==> src/common/csu_pkg.sv <==
// Package for the clock source unit: field resets, encodings, modes.
// Assumes a single system clock; no register bus, all controls are ports.
`default_nettype none
package csu_pkg;

    localparam logic [1:0] CSU_SRC_LOOP = 2'h0;
    localparam logic [1:0] CSU_SRC_INT = 2'h1;
    localparam logic [1:0] CSU_SRC_EXT = 2'h2;
    localparam logic [1:0] CSU_BUS_DIV_RESET = 2'h1;
    localparam logic [2:0] CSU_REF_DIV_RESET = 3'h0;
    localparam logic [8:0] CSU_TRIM_RESET = 9'h100;
    localparam int CSU_DBG_DIV = 2;

    typedef enum logic [2:0] {
        CSU_LOOP_ENGAGED_INTERNAL,
        CSU_LOOP_ENGAGED_EXTERNAL,
        CSU_LOOP_BYPASSED_INTERNAL,
        CSU_LOOP_BYPASSED_INTERNAL_LOWPOWER,
        CSU_LOOP_BYPASSED_EXTERNAL,
        CSU_LOOP_BYPASSED_EXTERNAL_LOWPOWER,
        CSU_STOP
    } csu_mode_t;

    // Controls for the low-power external oscillator
    typedef struct packed {
        logic oscillator_high_gain;
        logic range_high;
        logic external_ref_oscillator_select;
        logic external_ref_clock_enable;
        logic external_ref_stop_enable;
    } csu_osc_ctl_t;

endpackage
`default_nettype wire

==> src/logic/csu_clock_source_unit.sv <==
// Clock source unit: mode control, reference and bus dividers, debug clock.
// Assumes the oscillator and reference clocks are sampled as pulses on
// clk_sys; every input from another domain is double synchronised here.
// Functional notes
// - Loop reference is internal or external, chosen by configuration.
// - System clock comes from loop, internal reference or external one.
// - Selected source passes bus divider; output runs at half divided rate.
// - Two-bit bus divider offers ratios one, two, four and eight.
// - Three-bit field sets divider on the loop reference clock.
// - Internal reference oscillator takes a nine-bit trim value.
// - Debug clock is loop oscillator divided by two.
// - Drive gain, range, select, enable and stop-enable to oscillator.
// - Reset leaves block in loop-engaged internal mode.
// - Engaged internal: loop on internal reference feeds system and debug.
// - Engaged external: loop on external reference feeds system and debug.
// - Bypassed internal: loop stays on; system from internal reference.
// - Bypassed internal low power: loop off, no debug clock.
// - Bypassed external: loop stays on; system from external reference.
// - Bypassed external low power: loop off, no debug clock.
// - Stop: loop off, references per configuration, no clocks out.
// - External reference may be oscillator or any other clock.
// - No port of this block reaches a package pin.
// - Reference divider is two to the field; resets to zero.
// - Bus divider codes one, two, four, eight; resets to code one.
// - Internal reference runs in stop only if stop-enabled, and then if enabled or internal mode before.
// - Low-power bit stops loop in bypass unless debug is active.
`timescale 1ns/1ps
`default_nettype none
module csu_clock_source_unit
    import csu_pkg::*;
(
    input wire logic clk_sys,
    input wire logic rst_n,
    input wire logic [1:0] clock_source_select,
    input wire logic [2:0] reference_divider,
    input wire logic loop_reference_select,
    input wire logic internal_ref_clock_enable,
    input wire logic internal_ref_stop_enable,
    input wire logic [1:0] bus_clock_divider,
    input wire logic bypass_low_power,
    input wire logic [8:0] internal_trim,
    input wire csu_osc_ctl_t osc_ctl_in,
    input wire logic background_debug_active,
    input wire logic stop_request,
    input wire logic loop_controlled_oscillator,
    input wire logic internal_ref_clock,
    input wire logic external_ref_clock,
    output logic system_clock_out,
    output logic debug_controller_clock,
    output logic loop_reference_clock,
    output logic loop_enable,
    output logic internal_ref_run,
    output logic [8:0] internal_trim_out,
    output csu_osc_ctl_t osc_ctl_out,
    output csu_mode_t mode_out
);

    // Synchronisers: first stage read only by the second
    logic [2:0] sync1_reg;
    logic [2:0] sync2_reg;
    logic [2:0] sync_prev_reg;
    logic osc_s, irc_s, erc_s, osc_rise, irc_rise, erc_rise;

    always_ff @(posedge clk_sys or negedge rst_n) begin
        if (!rst_n) begin
            sync1_reg <= 3'h0;
            sync2_reg <= 3'h0;
            sync_prev_reg <= 3'h0;
        end else begin
            sync1_reg <= {loop_controlled_oscillator, internal_ref_clock,
                          external_ref_clock};
            sync2_reg <= sync1_reg;
            sync_prev_reg <= sync2_reg;
        end
    end

    assign osc_s = sync2_reg[2];
    assign irc_s = sync2_reg[1];
    assign erc_s = sync2_reg[0];
    assign osc_rise = osc_s & ~sync_prev_reg[2];
    assign irc_rise = irc_s & ~sync_prev_reg[1];
    assign erc_rise = erc_s & ~sync_prev_reg[0];

    // Mode decode
    logic dbg_s1_reg, dbg_s2_reg, stop_s1_reg, stop_s2_reg;
    csu_mode_t mode_reg, mode_next, run_mode_reg, run_mode_next;
    logic low_pwr;

    always_ff @(posedge clk_sys or negedge rst_n) begin
        if (!rst_n) begin
            dbg_s1_reg <= 1'b0;
            dbg_s2_reg <= 1'b0;
            stop_s1_reg <= 1'b0;
            stop_s2_reg <= 1'b0;
        end else begin
            dbg_s1_reg <= background_debug_active;
            dbg_s2_reg <= dbg_s1_reg;
            stop_s1_reg <= stop_request;
            stop_s2_reg <= stop_s1_reg;
        end
    end

    // Debug needs its clock, so it overrides low power
    assign low_pwr = bypass_low_power & ~dbg_s2_reg;

    always_comb begin
        case (clock_source_select)
            CSU_SRC_INT:
                run_mode_next = low_pwr ? CSU_LOOP_BYPASSED_INTERNAL_LOWPOWER
                                        : CSU_LOOP_BYPASSED_INTERNAL;
            CSU_SRC_EXT:
                run_mode_next = low_pwr ? CSU_LOOP_BYPASSED_EXTERNAL_LOWPOWER
                                        : CSU_LOOP_BYPASSED_EXTERNAL;
            default:
                // Reserved code behaves as loop select
                run_mode_next = loop_reference_select
                    ? CSU_LOOP_ENGAGED_INTERNAL
                    : CSU_LOOP_ENGAGED_EXTERNAL;
        endcase
        // Remember the last running mode across stop
        if (stop_s2_reg) begin
            mode_next = CSU_STOP;
            run_mode_next = run_mode_reg;
        end else begin
            mode_next = run_mode_next;
        end
    end

    always_ff @(posedge clk_sys or negedge rst_n) begin
        if (!rst_n) begin
            mode_reg <= CSU_LOOP_ENGAGED_INTERNAL;
            run_mode_reg <= CSU_LOOP_ENGAGED_INTERNAL;
        end else begin
            mode_reg <= mode_next;
            run_mode_reg <= run_mode_next;
        end
    end

    // Enables per mode
    logic loop_on, irc_in_stop, sys_on, was_internal;
    assign was_internal = run_mode_reg == CSU_LOOP_ENGAGED_INTERNAL ||
        run_mode_reg == CSU_LOOP_BYPASSED_INTERNAL ||
        run_mode_reg == CSU_LOOP_BYPASSED_INTERNAL_LOWPOWER;
    assign irc_in_stop = internal_ref_stop_enable &
        (internal_ref_clock_enable | was_internal);

    always_comb begin
        case (mode_reg)
            CSU_LOOP_BYPASSED_INTERNAL_LOWPOWER,
            CSU_LOOP_BYPASSED_EXTERNAL_LOWPOWER: begin
                loop_on = 1'b0;
                sys_on = 1'b1;
            end
            CSU_STOP: begin
                loop_on = 1'b0;
                sys_on = 1'b0;
            end
            default: begin
                loop_on = 1'b1;
                sys_on = 1'b1;
            end
        endcase
    end

    // Reference divider feeding the loop, 2**field
    logic [7:0] refdiv_cnt_reg, refdiv_cnt_next;
    logic [7:0] refdiv_limit;
    logic ref_tick, lref_reg, lref_next;
    assign ref_tick = loop_reference_select ? irc_rise : erc_rise;
    assign refdiv_limit = 8'((9'h1 << reference_divider) - 9'h1);

    always_comb begin
        refdiv_cnt_next = refdiv_cnt_reg;
        lref_next = lref_reg;
        if (!loop_on) begin
            refdiv_cnt_next = 8'h0;
            lref_next = 1'b0;
        end else if (ref_tick) begin
            if (refdiv_cnt_reg >= refdiv_limit) begin
                refdiv_cnt_next = 8'h0;
                lref_next = ~lref_reg;
            end else begin
                refdiv_cnt_next = refdiv_cnt_reg + 8'h1;
            end
        end
    end

    // Source select and bus divider, toggling gives half-rate output
    logic src_tick;
    logic [2:0] busdiv_cnt_reg, busdiv_cnt_next;
    logic [2:0] busdiv_limit;
    logic sys_reg, sys_next, dbg_reg, dbg_next;

    always_comb begin
        case (mode_reg)
            CSU_LOOP_BYPASSED_INTERNAL,
            CSU_LOOP_BYPASSED_INTERNAL_LOWPOWER: src_tick = irc_rise;
            CSU_LOOP_BYPASSED_EXTERNAL,
            CSU_LOOP_BYPASSED_EXTERNAL_LOWPOWER: src_tick = erc_rise;
            default: src_tick = osc_rise;
        endcase
    end

    assign busdiv_limit = 3'((4'h1 << bus_clock_divider) - 4'h1);

    always_comb begin
        busdiv_cnt_next = busdiv_cnt_reg;
        sys_next = sys_reg;
        if (!sys_on) begin
            busdiv_cnt_next = 3'h0;
            sys_next = 1'b0;
        end else if (src_tick) begin
            if (busdiv_cnt_reg >= busdiv_limit) begin
                busdiv_cnt_next = 3'h0;
                sys_next = ~sys_reg;
            end else begin
                busdiv_cnt_next = busdiv_cnt_reg + 3'h1;
            end
        end
        // Debug clock needs the loop running
        dbg_next = loop_on ? (osc_rise ? ~dbg_reg : dbg_reg) : 1'b0;
    end

    always_ff @(posedge clk_sys or negedge rst_n) begin
        if (!rst_n) begin
            refdiv_cnt_reg <= 8'h0;
            lref_reg <= 1'b0;
            busdiv_cnt_reg <= 3'h0;
            sys_reg <= 1'b0;
            dbg_reg <= 1'b0;
        end else begin
            refdiv_cnt_reg <= refdiv_cnt_next;
            lref_reg <= lref_next;
            busdiv_cnt_reg <= busdiv_cnt_next;
            sys_reg <= sys_next;
            dbg_reg <= dbg_next;
        end
    end

    // Static controls registered so outputs come from flops; none leave chip
    logic loop_en_reg, irc_run_reg;
    logic [8:0] trim_reg;
    csu_osc_ctl_t osc_reg;

    always_ff @(posedge clk_sys or negedge rst_n) begin
        if (!rst_n) begin
            loop_en_reg <= 1'b1;
            irc_run_reg <= 1'b1;
            trim_reg <= CSU_TRIM_RESET;
            osc_reg <= '0;
        end else begin
            loop_en_reg <= loop_on;
            irc_run_reg <= (mode_reg == CSU_STOP) ? irc_in_stop
                : (internal_ref_clock_enable | loop_reference_select |
                   was_internal);
            trim_reg <= internal_trim;
            osc_reg <= osc_ctl_in;
        end
    end

    assign system_clock_out = sys_reg;
    assign debug_controller_clock = dbg_reg;
    assign loop_reference_clock = lref_reg;
    assign loop_enable = loop_en_reg;
    assign internal_ref_run = irc_run_reg;
    assign internal_trim_out = trim_reg;
    assign osc_ctl_out = osc_reg;
    assign mode_out = mode_reg;
endmodule
`default_nettype wire

==> config.mk <==
export PLATFORM = sky130hd
export DESIGN_NAME = csu_clock_source_unit
export DESIGN_NICKNAME = d
export VERILOG_FILES = /design/src/common/csu_pkg.sv /design/src/logic/csu_clock_source_unit.sv
export SDC_FILE = /design/constraint.sdc
export NUM_CORES = 1
export LEC_CHECK = 0
export BUFFER_PORTS_ARGS = -buffer_cell sky130_fd_sc_hd__buf_4
export CAP_MARGIN = 20
export CORE_ASPECT_RATIO = 1.4
export CORE_UTILIZATION = 52
export CTS_CLUSTER_DIAMETER = 40
export DETAILED_ROUTE_END_ITERATION = 16
export PLACE_DENSITY_LB_ADDON = 0.08
export SLEW_MARGIN = 20
export SYNTH_ARGS = -nofsm -noshare
export SYNTH_HDL_FRONTEND = slang
export SYNTH_SLANG_ARGS = --single-unit
==> constraint.sdc <==
create_clock -name clk_sys -period 1.94 [get_ports clk_sys]
set_input_delay 0.388 -clock clk_sys [delete_from_list [all_inputs] [get_ports clk_sys]]
set_output_delay 0.388 -clock clk_sys [all_outputs]
set_load 0.05 [all_outputs]
==> flow_summary.json, run 1 <==
{
  "via_per_inst": 5.50,
  "yosys-top-cells-area": "dfrtp_1 (53%), ha_1 (9.9%), dfstp_2 (3.7%)",
  "cts_root_buffer": "clkbuf_8",
  "drv_cap": 0,
  "p_leak_nw": 1.35,
  "seq_area_frac_synth_pct": 57.0,
  "power_density_mw_per_mm2": 904,
  "synthesis.nets": 232,
  "fin_crit_sh_pct": 100,
  "routabilityCongestion": 0.736,
  "core_area_mm2": 0.00395,
  "critPathKind": "in -> reg",
  "dr_total_vias": 1617,
  "post-route-util_pct": 71.4,
  "nets": 299,
  "io_buffer_count": 53,
  "synth_warnings": 0,
  "drt_first_iter_violations": 47,
  "crit_path_end_kind": "flip-flop",
  "max_slew_margin_pct": 61.0,
  "setup_tns_ns": -0.00162,
  "syn_inst": 183,
  "dp_hpwl_mm": 3.22,
  "die_area_mm2": 0.00442,
  "syn_area_mm2": 0.00216,
  "violations": "negative setup slack",
  "htree_levels": 2,
  "die_w_um": 56.5,
  "cts_max_path_buffers": 2,
  "cp_max_fo": 4,
  "synth-seq-cells": 49,
  "initial_core_util_pct": 54.6,
  "r2r_start": "refdiv_cnt_reg[1]$_DFFE_PN0P_",
  "fin_crit_ns": 1.94,
  "grt_setup_unrepaired": "yes",
  "clock_latency_ns": 0.30,
  "grt_pass1_wl_mm": 7.13,
  "area_growth_pct": 30.8,
  "std_cell_rows": 27,
  "grt-ovfl-total": 0,
  "critPathLaunchType": "input port",
  "yosys.cell_count.top_type": "dfrtp_1",
  "peakVddDrop_mv": 1.01,
  "first_global_vias": 1680,
  "wl_per_cell_um": 14.7,
  "skew_ns": 0.00605,
  "drive_gt1_share_pct": 38.2,
  "grt_antenna_before_repair": 0,
  "fp.dieH_um": 78.2,
  "whs_ns": 0.0922,
  "stdcell_count": 294,
  "yosysUniqueCellTypes": 42,
  "clkTransAtPathRegs_ns": 0.08,
  "max_freq_mhz": 515,
  "synth-edff-count": 0,
  "antenna_cells": 0,
  "holdCritPathClass": "in -> async",
  "setup_ws_ns": -0.00162,
  "dp.cells": 283,
  "cp.required_ns": 2.12,
  "synth_top_flop_cell": "dfrtp_1",
  "outcome": "finished with violations",
  "cts_tree": "built",
  "largest_register_ffs": 9,
  "startpoint": "reference_divider[0]",
  "grt_max_degree": 50,
  "first_pass_iters": 4,
  "setup_viol": 1,
  "ios": 54,
  "synth_area_leader_cell": "dfrtp_1",
  "netlist.area_leader.share_pct": 53.3,
  "worst-slew-pin-transition_ns": 0.586,
  "syn_area_per_cell_um2": 11.8,
  "grt_usage_pct": 21.2,
  "wl_mm": 4.32,
  "synth_commonest_cells": "dfrtp_1 (46), ha_1 (17), inv_1 (15)",
  "hold_buffers": 0,
  "clock_sinks": 49,
  "cts_made_buffers": 5,
  "slew_viol_final": 0,
  "ant_nets": 0,
  "drc_errors": 0,
  "hold_violations": 0,
  "cp.arrival_ns": 2.12,
  "async_reset_ff_share_pct": 100
}
==> kinds of logic (layout without fill, tap and decap cells) <==
kind of cell    Yosys count  in the layout  synth area share, %
buf+inv                  15             83                 2.61
xor+xnor                  2              2                 1.16
compound gates           42             42                 13.5
simple gates             53             53                 13.5
fa+ha+maj                17             17                 9.85
flops                    49             49                 57.0
other cells               1              1                0.174
mux                       4              4                 2.20
==> layout by cell type, fill, tap and decap left out, drive strengths merged, types with 5 or more instances in the layout <==
cell type | netlist | final
buf | 0 | 60
dfrtp | 46 | 46
ha | 17 | 17
inv | 15 | 15
o21ai | 14 | 14
nand2 | 10 | 10
a21oi | 9 | 9
nor2 | 7 | 7
nand2b | 7 | 7
clkbuf | 0 | 6
nand4 | 5 | 5
or3 | 5 | 5
==> layer usage <==
metal / routed length (µm) / up-vias / GRT usage (%)
met3: 178 / 9 / 4.78
met1: 1600 / 783 / 22.7
met5: 0 / - / 0
li1: - / 775 / -
met2: 2430 / 50 / 38.6
met4: 104 / 0 / 10.0
==> stage by stage <==
step / setup WS (ns) / cell area [µm²] / total power, mW
final: -0.00162 / 2820 / 2.55
after detailed placement: -0.277 / 2640 / 1.93
after floorplan: -0.0476 / 2160 / 1.67
after CTS: 0.0415 / 2730 / 2.52
after global routing: -0.0693 / 2820 / 2.69
after global placement: -0.219 / 2640 / 1.88
==> cell type report <==
class,instances,area [µm²]
clock buffer,6,72.6
tap,43,53.8
multi-input combinational,119,943
timing repair buffer,60,450
sequential,49,1230
clock inverter,2,15.0
fill,296,1130
inverter,15,56.3
==> power breakdown <==
part / total (mW) / leakage, nW / internal (mW) / switching, mW
sequential: 1.21 / 0.596 / 1.13 / 0.0819
clock: 0.578 / 0.0374 / 0.254 / 0.324
combinational: 0.762 / 0.718 / 0.318 / 0.443
total: 2.55 / 1.35 / 1.70 / 0.849
==> repair_timing <==
action | in CTS | in global routing
gates resized for setup | 0 | 14
buffers inserted | 0 | 3
endpoints found under the setup margin | 0 | 10
==> final timing paths <==
check / end / slack, ns / depth (start not counted)
setup / recovery: refdiv_cnt_reg[6]$_DFFE_PN0P_ / -0.002 / 9
setup reg to reg: loop_reference_clock$_DFFE_PN0P_ / 0.03 / 6
hold reg to reg: stop_s2_reg$_DFF_PN0_ / 0.35 / 0
min in group clk_sys: sync1_reg[1]$_DFF_PN0_ / 0.19 / 1
hold / removal: internal_trim_out[4]$_DFF_PN0_ / 0.09 / 1
max in group asynchronous: refdiv_cnt_reg[4]$_DFFE_PN0P_ / 1.43 / 1
==> worst max-delay path, cell delays in order <==
cell and delay [ns]:
buf_4 0.12, or3_4 0.39, ha_4 0.17, nor2b_2 0.11
o211ai_1 0.18, a31o_4 0.31, buf_4 0.14, a31oi_1 0.21
o22ai_1 0.11
Note: power is estimated with default switching activity, not from simulation.
==> run 2: changes to the inputs <==
--- a/config.mk
+++ b/config.mk
@@ -11,6 +11,7 @@
 export CORE_UTILIZATION = 52
 export CTS_CLUSTER_DIAMETER = 40
 export DETAILED_ROUTE_END_ITERATION = 16
+export GPL_TIMING_DRIVEN = 0
 export PLACE_DENSITY_LB_ADDON = 0.08
 export SLEW_MARGIN = 20
 export SYNTH_ARGS = -nofsm -noshare
==> run 2 against run 1 <==
  * The flow now finishes without violations
  * Non-clock buffer count fell by 2
  * Register-to-register slack improved by 0.04 ns
  * Final cell count fell by 0.68%
  * Clock power rose by 4.8%
  * Design area fell by 0.89%
  * Combinational power fell by 7.0%
  * Maximum frequency rose by 0.66%
  * Via count fell by 0.87%
  * Critical path depth fell by 1
==> flow_summary.json, run 2 (synthesis gave the netlist of run 1 again) <==
{
  "power_density_mw_per_mm2": 905,
  "fp.dieH_um": 78.2,
  "fin_crit_sh_pct": 99.4,
  "nets": 297,
  "clock_latency_ns": 0.30,
  "slew_viol_final": 0,
  "routabilityCongestion": 0.826,
  "cp.arrival_ns": 2.12,
  "clkTransAtPathRegs_ns": 0.09,
  "max_slew_margin_pct": 60.9,
  "antenna_cells": 0,
  "grt_usage_pct": 19.7,
  "cp.required_ns": 2.13,
  "grt_antenna_before_repair": 0,
  "final_cell_mix": "buf_4 (56), dfrtp_1 (46), ha_1 (17)",
  "dp_hpwl_mm": 3.11,
  "drc_errors": 0,
  "drv_cap": 0,
  "hold_violations": 0,
  "initial_core_util_pct": 54.6,
  "first_pass_iters": 4,
  "area_growth_pct": 29.6,
  "critPathKind": "in -> reg",
  "cts_made_buffers": 5,
  "crit_chain": "buf_8 -> or3_1 -> ha_1 -> and3_4 -> o21ai_4 -> a31o_4 -> a21oi_4 -> mux2_4",
  "outcome": "finished clean",
  "cts_root_buffer": "clkbuf_8",
  "grt_use_met2_pct": 37.3,
  "ios": 54,
  "grt_pass1_wl_mm": 6.80,
  "first_global_vias": 1662,
  "skew_ns": 0.00598,
  "via_per_inst": 5.49,
  "io_buffer_count": 53,
  "final_common_cell": "buf_4",
  "grt-ovfl-total": 0,
  "cp_slowest_cell": "or3_1",
  "core_area_mm2": 0.00395,
  "dp.cells": 279,
  "critPathLaunchType": "input port",
  "cp_max_fo": 5,
  "grt_setup_unrepaired": "yes",
  "ant_nets": 0,
  "grt_max_degree": 50,
  "worst-slew-pin-transition_ns": 0.586,
  "holdCritPathClass": "in -> async",
  "finalInstanceArea_mm2": 0.00280,
  "dr_total_vias": 1603,
  "die_w_um": 56.5,
  "p_leak_nw": 1.36,
  "hold_buffers": 0,
  "die_area_mm2": 0.00442,
  "stdcell_count": 292,
  "met1_usage_pct": 20.8,
  "peakVddDrop_mv": 0.690,
  "crit_path_end_kind": "flip-flop",
  "largest_register_ffs": 9,
  "setup_viol": 0,
  "htree_levels": 2,
  "drt_first_iter_violations": 28,
  "std_cell_rows": 27,
  "wl_mm": 4.08,
  "clock_sinks": 49,
  "fin_crit_ns": 1.93,
  "cts_max_path_buffers": 2,
  "wl_per_cell_um": 14.0,
  "cts_tree": "built",
  "max_freq_mhz": 518,
  "cp_slowest_stage_delay_ns": 0.36,
  "grt_use_met3_pct": 4.12,
  "placed_cell_area_mm2": 0.00261,
  "gr-max-usage-layer": "met2",
  "ff_latch_area_mm2": 0.00123,
  "multi_input_area_um2": 915,
  "n_fill_cell": 293,
  "drive_gt1_share_pct": 35.3
}
[run 2: area by class of cell]
cell class                 count  area share [%]
clock buffer                   6            2.95
clock inverter                 2           0.492
inverter                      15            2.01
multi-input combinational    119            32.7
sequential                    49            44.0
tap                           43            1.92
timing repair buffer          58            16.0
[run 2: per-stage QoR]
step | util [%] | worst slack [ns] | setup TNS (ns) | power (mW) | hold WS [ns]
floorplan | - | -0.0476 | -0.0476 | 1.67 | 0.0924
global placement | 66.0 | -0.235 | -1.56 | 1.87 | 0.331
detailed placement | 66.0 | -0.268 | -2.11 | 1.91 | 0.335
CTS | 69.2 | 0.0104 | 0 | 2.54 | 0.101
global route | 70.8 | -0.0254 | -0.0542 | 2.67 | 0.127
finish | 70.8 | 0.0112 | 0 | 2.53 | 0.0789
[run 2: repair_timing]
| action | CTS | global route |
|---|---|---|
| pin swaps | 1 | 6 |
| gates resized for setup | 1 | 9 |
| buffers inserted | 3 | 2 |
| endpoints found under the setup margin | 5 | 6 |
[run 2: per-layer routing]
layer  wire length, µm  vias to the layer above
met5                 0                        -
li1                  -                      777
met4                53                        0
met1              1490                      776
met2              2350                       44
met3               182                        6
[run 2: critical path, delay by kind of cell]
kind / cells / cell delay (ns)
muxes: 1 / 0.30
adders and majority gates: 1 / 0.28
and+or+nand+nor: 2 / 0.54
AOI/OAI and AO/OA: 3 / 0.50
buffers and inverters: 1 / 0.10
[run 2: final timing paths]
path / start / end / slack [ns] / depth (start not counted)
setup / recovery: reference_divider[1] / loop_reference_clock$_DFFE_PN0P_ / 0.01 / 8
hold / removal: rst_n / internal_trim_out[2]$_DFF_PN0_ / 0.08 / 1
setup reg to reg: refdiv_cnt_reg[3]$_DFFE_PN0P_ / loop_reference_clock$_DFFE_PN0P_ / 0.07 / 5
hold reg to reg: sync1_reg[0]$_DFF_PN0_ / sync2_reg[0]$_DFF_PN0_ / 0.35 / 0
max in group asynchronous: rst_n / sync_prev_reg[1]$_DFF_PN0_ / 1.45 / 1
min in group clk_sys: internal_trim[3] / internal_trim_out[3]$_DFF_PN0_ / 0.19 / 1
[run 2: power breakdown]
part	total, mW	switching, mW	leakage, nW	internal, mW
Combinational	0.709	0.414	0.707	0.295
Clock	0.606	0.318	0.0512	0.289
Sequential	1.22	0.0854	0.598	1.13
==> run 3: changes to the inputs <==
--- a/config.mk
+++ b/config.mk
@@ -8,11 +8,12 @@
 export BUFFER_PORTS_ARGS = -buffer_cell sky130_fd_sc_hd__buf_4
 export CAP_MARGIN = 20
 export CORE_ASPECT_RATIO = 1.4
-export CORE_UTILIZATION = 52
+export CORE_UTILIZATION = 45
 export CTS_CLUSTER_DIAMETER = 40
 export DETAILED_ROUTE_END_ITERATION = 16
 export GPL_TIMING_DRIVEN = 0
 export PLACE_DENSITY_LB_ADDON = 0.08
+export REMOVE_ABC_BUFFERS = 1
 export SLEW_MARGIN = 20
 export SYNTH_ARGS = -nofsm -noshare
 export SYNTH_HDL_FRONTEND = slang
==> run 3 against run 2 <==
  * Die area up 15%
  * Sequential power about the same
  * Worst hold slack better by 0.015 ns
  * First-iteration DRC count up 110%
  * Clock skew up 0.00074 ns
  * Critical endpoint unchanged
  * Highest routed layer unchanged
==> flow_summary.json, run 3 (synthesis gave the netlist of run 1 again) <==
{
  "cp_max_fo": 4,
  "crit_path_end_kind": "flip-flop",
  "htree_levels": 2,
  "p_clk_share_pct": 23.4,
  "dp_hpwl_mm": 2.82,
  "startpoint": "reference_divider[2]",
  "p_int_mw": 1.68,
  "fin_crit_sh_pct": 98.9,
  "endpoint": "loop_reference_clock$_DFFE_PN0P_",
  "grt-ovfl-total": 0,
  "path_buf_inv": 1,
  "core_area_mm2": 0.00457,
  "drc_errors": 0,
  "grt_setup_unrepaired": "yes",
  "setup_viol": 0,
  "r2r_setup_slack_ns": 0.09,
  "std_cell_rows": 29,
  "cp.arrival_ns": 2.11,
  "drive_gt1_share_pct": 35.9,
  "net-switching-power_mw": 0.816,
  "die_w_um": 60.5,
  "cts_made_buffers": 5,
  "placed_cell_area_mm2": 0.00263,
  "grt_max_degree": 50,
  "die_area_mm2": 0.00508,
  "fp.dieH_um": 83.9,
  "finalInstanceArea_mm2": 0.00283,
  "reg2reg_depth": 6,
  "initial_core_util_pct": 47.2,
  "worst-slew-pin-transition_ns": 0.585,
  "rr_endpoint": "loop_reference_clock$_DFFE_PN0P_",
  "peakVddDrop_mv": 0.692,
  "setup_tns_ns": 0,
  "antenna_cells": 0,
  "pwr-share-seq_pct": 48.6,
  "dr_total_vias": 1541,
  "p_comb_share_pct": 28.0,
  "slew_viol_final": 0,
  "grt_usage_pct": 16.5,
  "drv_cap": 0,
  "critPathKind": "in -> reg",
  "cts_tree": "built",
  "cp.depth": 8,
  "io_buffer_count": 53,
  "ios": 54,
  "hold_violations": 0,
  "clock_sinks": 49,
  "ant_nets": 0,
  "skew_ns": 0.00672,
  "cp_slowest_stage_delay_ns": 0.39,
  "clkTransAtPathRegs_ns": 0.09,
  "power_density_mw_per_mm2": 883,
  "max_slew_margin_pct": 61.0,
  "routabilityCongestion": 0.763,
  "max_freq_mhz": 521,
  "sw_frac_of_total_pct": 32.7,
  "cts_root_buffer": "clkbuf_8",
  "final_common_cell": "buf_4",
  "cts_max_path_buffers": 2,
  "clock_latency_ns": 0.29,
  "p_leak_nw": 1.34,
  "fin_crit_ns": 1.92,
  "outcome": "finished clean",
  "hold_buffers": 0,
  "area_growth_pct": 30.9,
  "grt_pass1_wl_mm": 6.24,
  "final_cell_mix": "buf_4 (55), dfrtp_1 (46), ha_1 (16)",
  "r2r_start": "refdiv_cnt_reg[1]$_DFFE_PN0P_",
  "via_per_inst": 4.97,
  "first_global_vias": 1520,
  "drt_first_iter_violations": 60,
  "largest_register_ffs": 9,
  "holdCritPathClass": "in -> async",
  "nets": 296,
  "cp_top_family": "simple AND/OR/NAND/NOR gates",
  "grt_antenna_before_repair": 0,
  "wl_per_cell_um": 12.2,
  "cp.required_ns": 2.13,
  "critPathLaunchType": "input port",
  "wl_mm": 3.77,
  "crit_chain": "buf_8 -> or3_4 -> ha_4 -> and3_4 -> o21ai_4 -> a31o_4 -> a21oi_2 -> mux2_4",
  "first_pass_iters": 4,
  "cp_slowest_cell": "or3_4"
}
[run 3: layer usage]
layer	up-vias	routed length (µm)	GRT usage, %
met5	-	0	0
met4	0	30	5.58
met3	2	158	4.19
met2	37	2060	29.5
met1	727	1520	18.1
li1	775	-	-
[run 3: how the worst min path moves through the flow]
stage | startpoint | endpoint | slack (ns) | cells after the start
after floorplan | rst_n | busdiv_cnt_reg[0]$_DFFE_PN0P_ | 0.09 | 0
after global placement | sync1_reg[1]$_DFF_PN0_ | sync2_reg[1]$_DFF_PN0_ | 0.33 | 0
after detailed placement | dbg_s1_reg$_DFF_PN0_ | dbg_s2_reg$_DFF_PN0_ | 0.34 | 0
after CTS | rst_n | refdiv_cnt_reg[0]$_DFFE_PN0P_ | 0.11 | 1
after global routing | rst_n | osc_ctl_out[1]$_DFF_PN0_ | 0.15 | 1
final | rst_n | internal_trim_out[7]$_DFF_PN0_ | 0.09 | 1
[run 3: what timing repair did]
action                                  4_1_cts  5_1_grt
pin swaps                                     1        5
setup buffers                                 2        2
resized for setup                             3       10
endpoints found under the setup margin        3        3
[run 3: through the flow]
stage / instances / setup WS [ns] / total power, mW / utilization, % / hold WS (ns)
floorplan: 183 / -0.113 / 1.67 / - / 0.0924
global placement: 298 / -0.363 / 1.88 / 57.6 / 0.332
detailed placement: 298 / -0.349 / 1.90 / 57.6 / 0.336
CTS: 308 / 0.0612 / 2.50 / 60.2 / 0.109
global route: 310 / -0.0183 / 2.66 / 61.8 / 0.147
finish: 310 / 0.0211 / 2.49 / 61.8 / 0.0942
[run 3: power groups by stage]
stage	Sequential, mW	Clock [mW]	Combinational (mW)
after global routing	1.23	0.647	0.780
after CTS	1.21	0.615	0.675
after global placement	1.23	0	0.653
after detailed placement	1.24	0	0.664
final	1.21	0.583	0.699
after floorplan	1.38	0	0.293
[run 3: final cells by class]
cell class              count  area [µm²]
multi-input cells         119         931
inverters                  15        56.3
repair buffers             57         439
clock buffers               5        68.8
well taps                  62        77.6
clock inverters             3        22.5
fillers                   401        1750
flip-flops and latches     49        1230
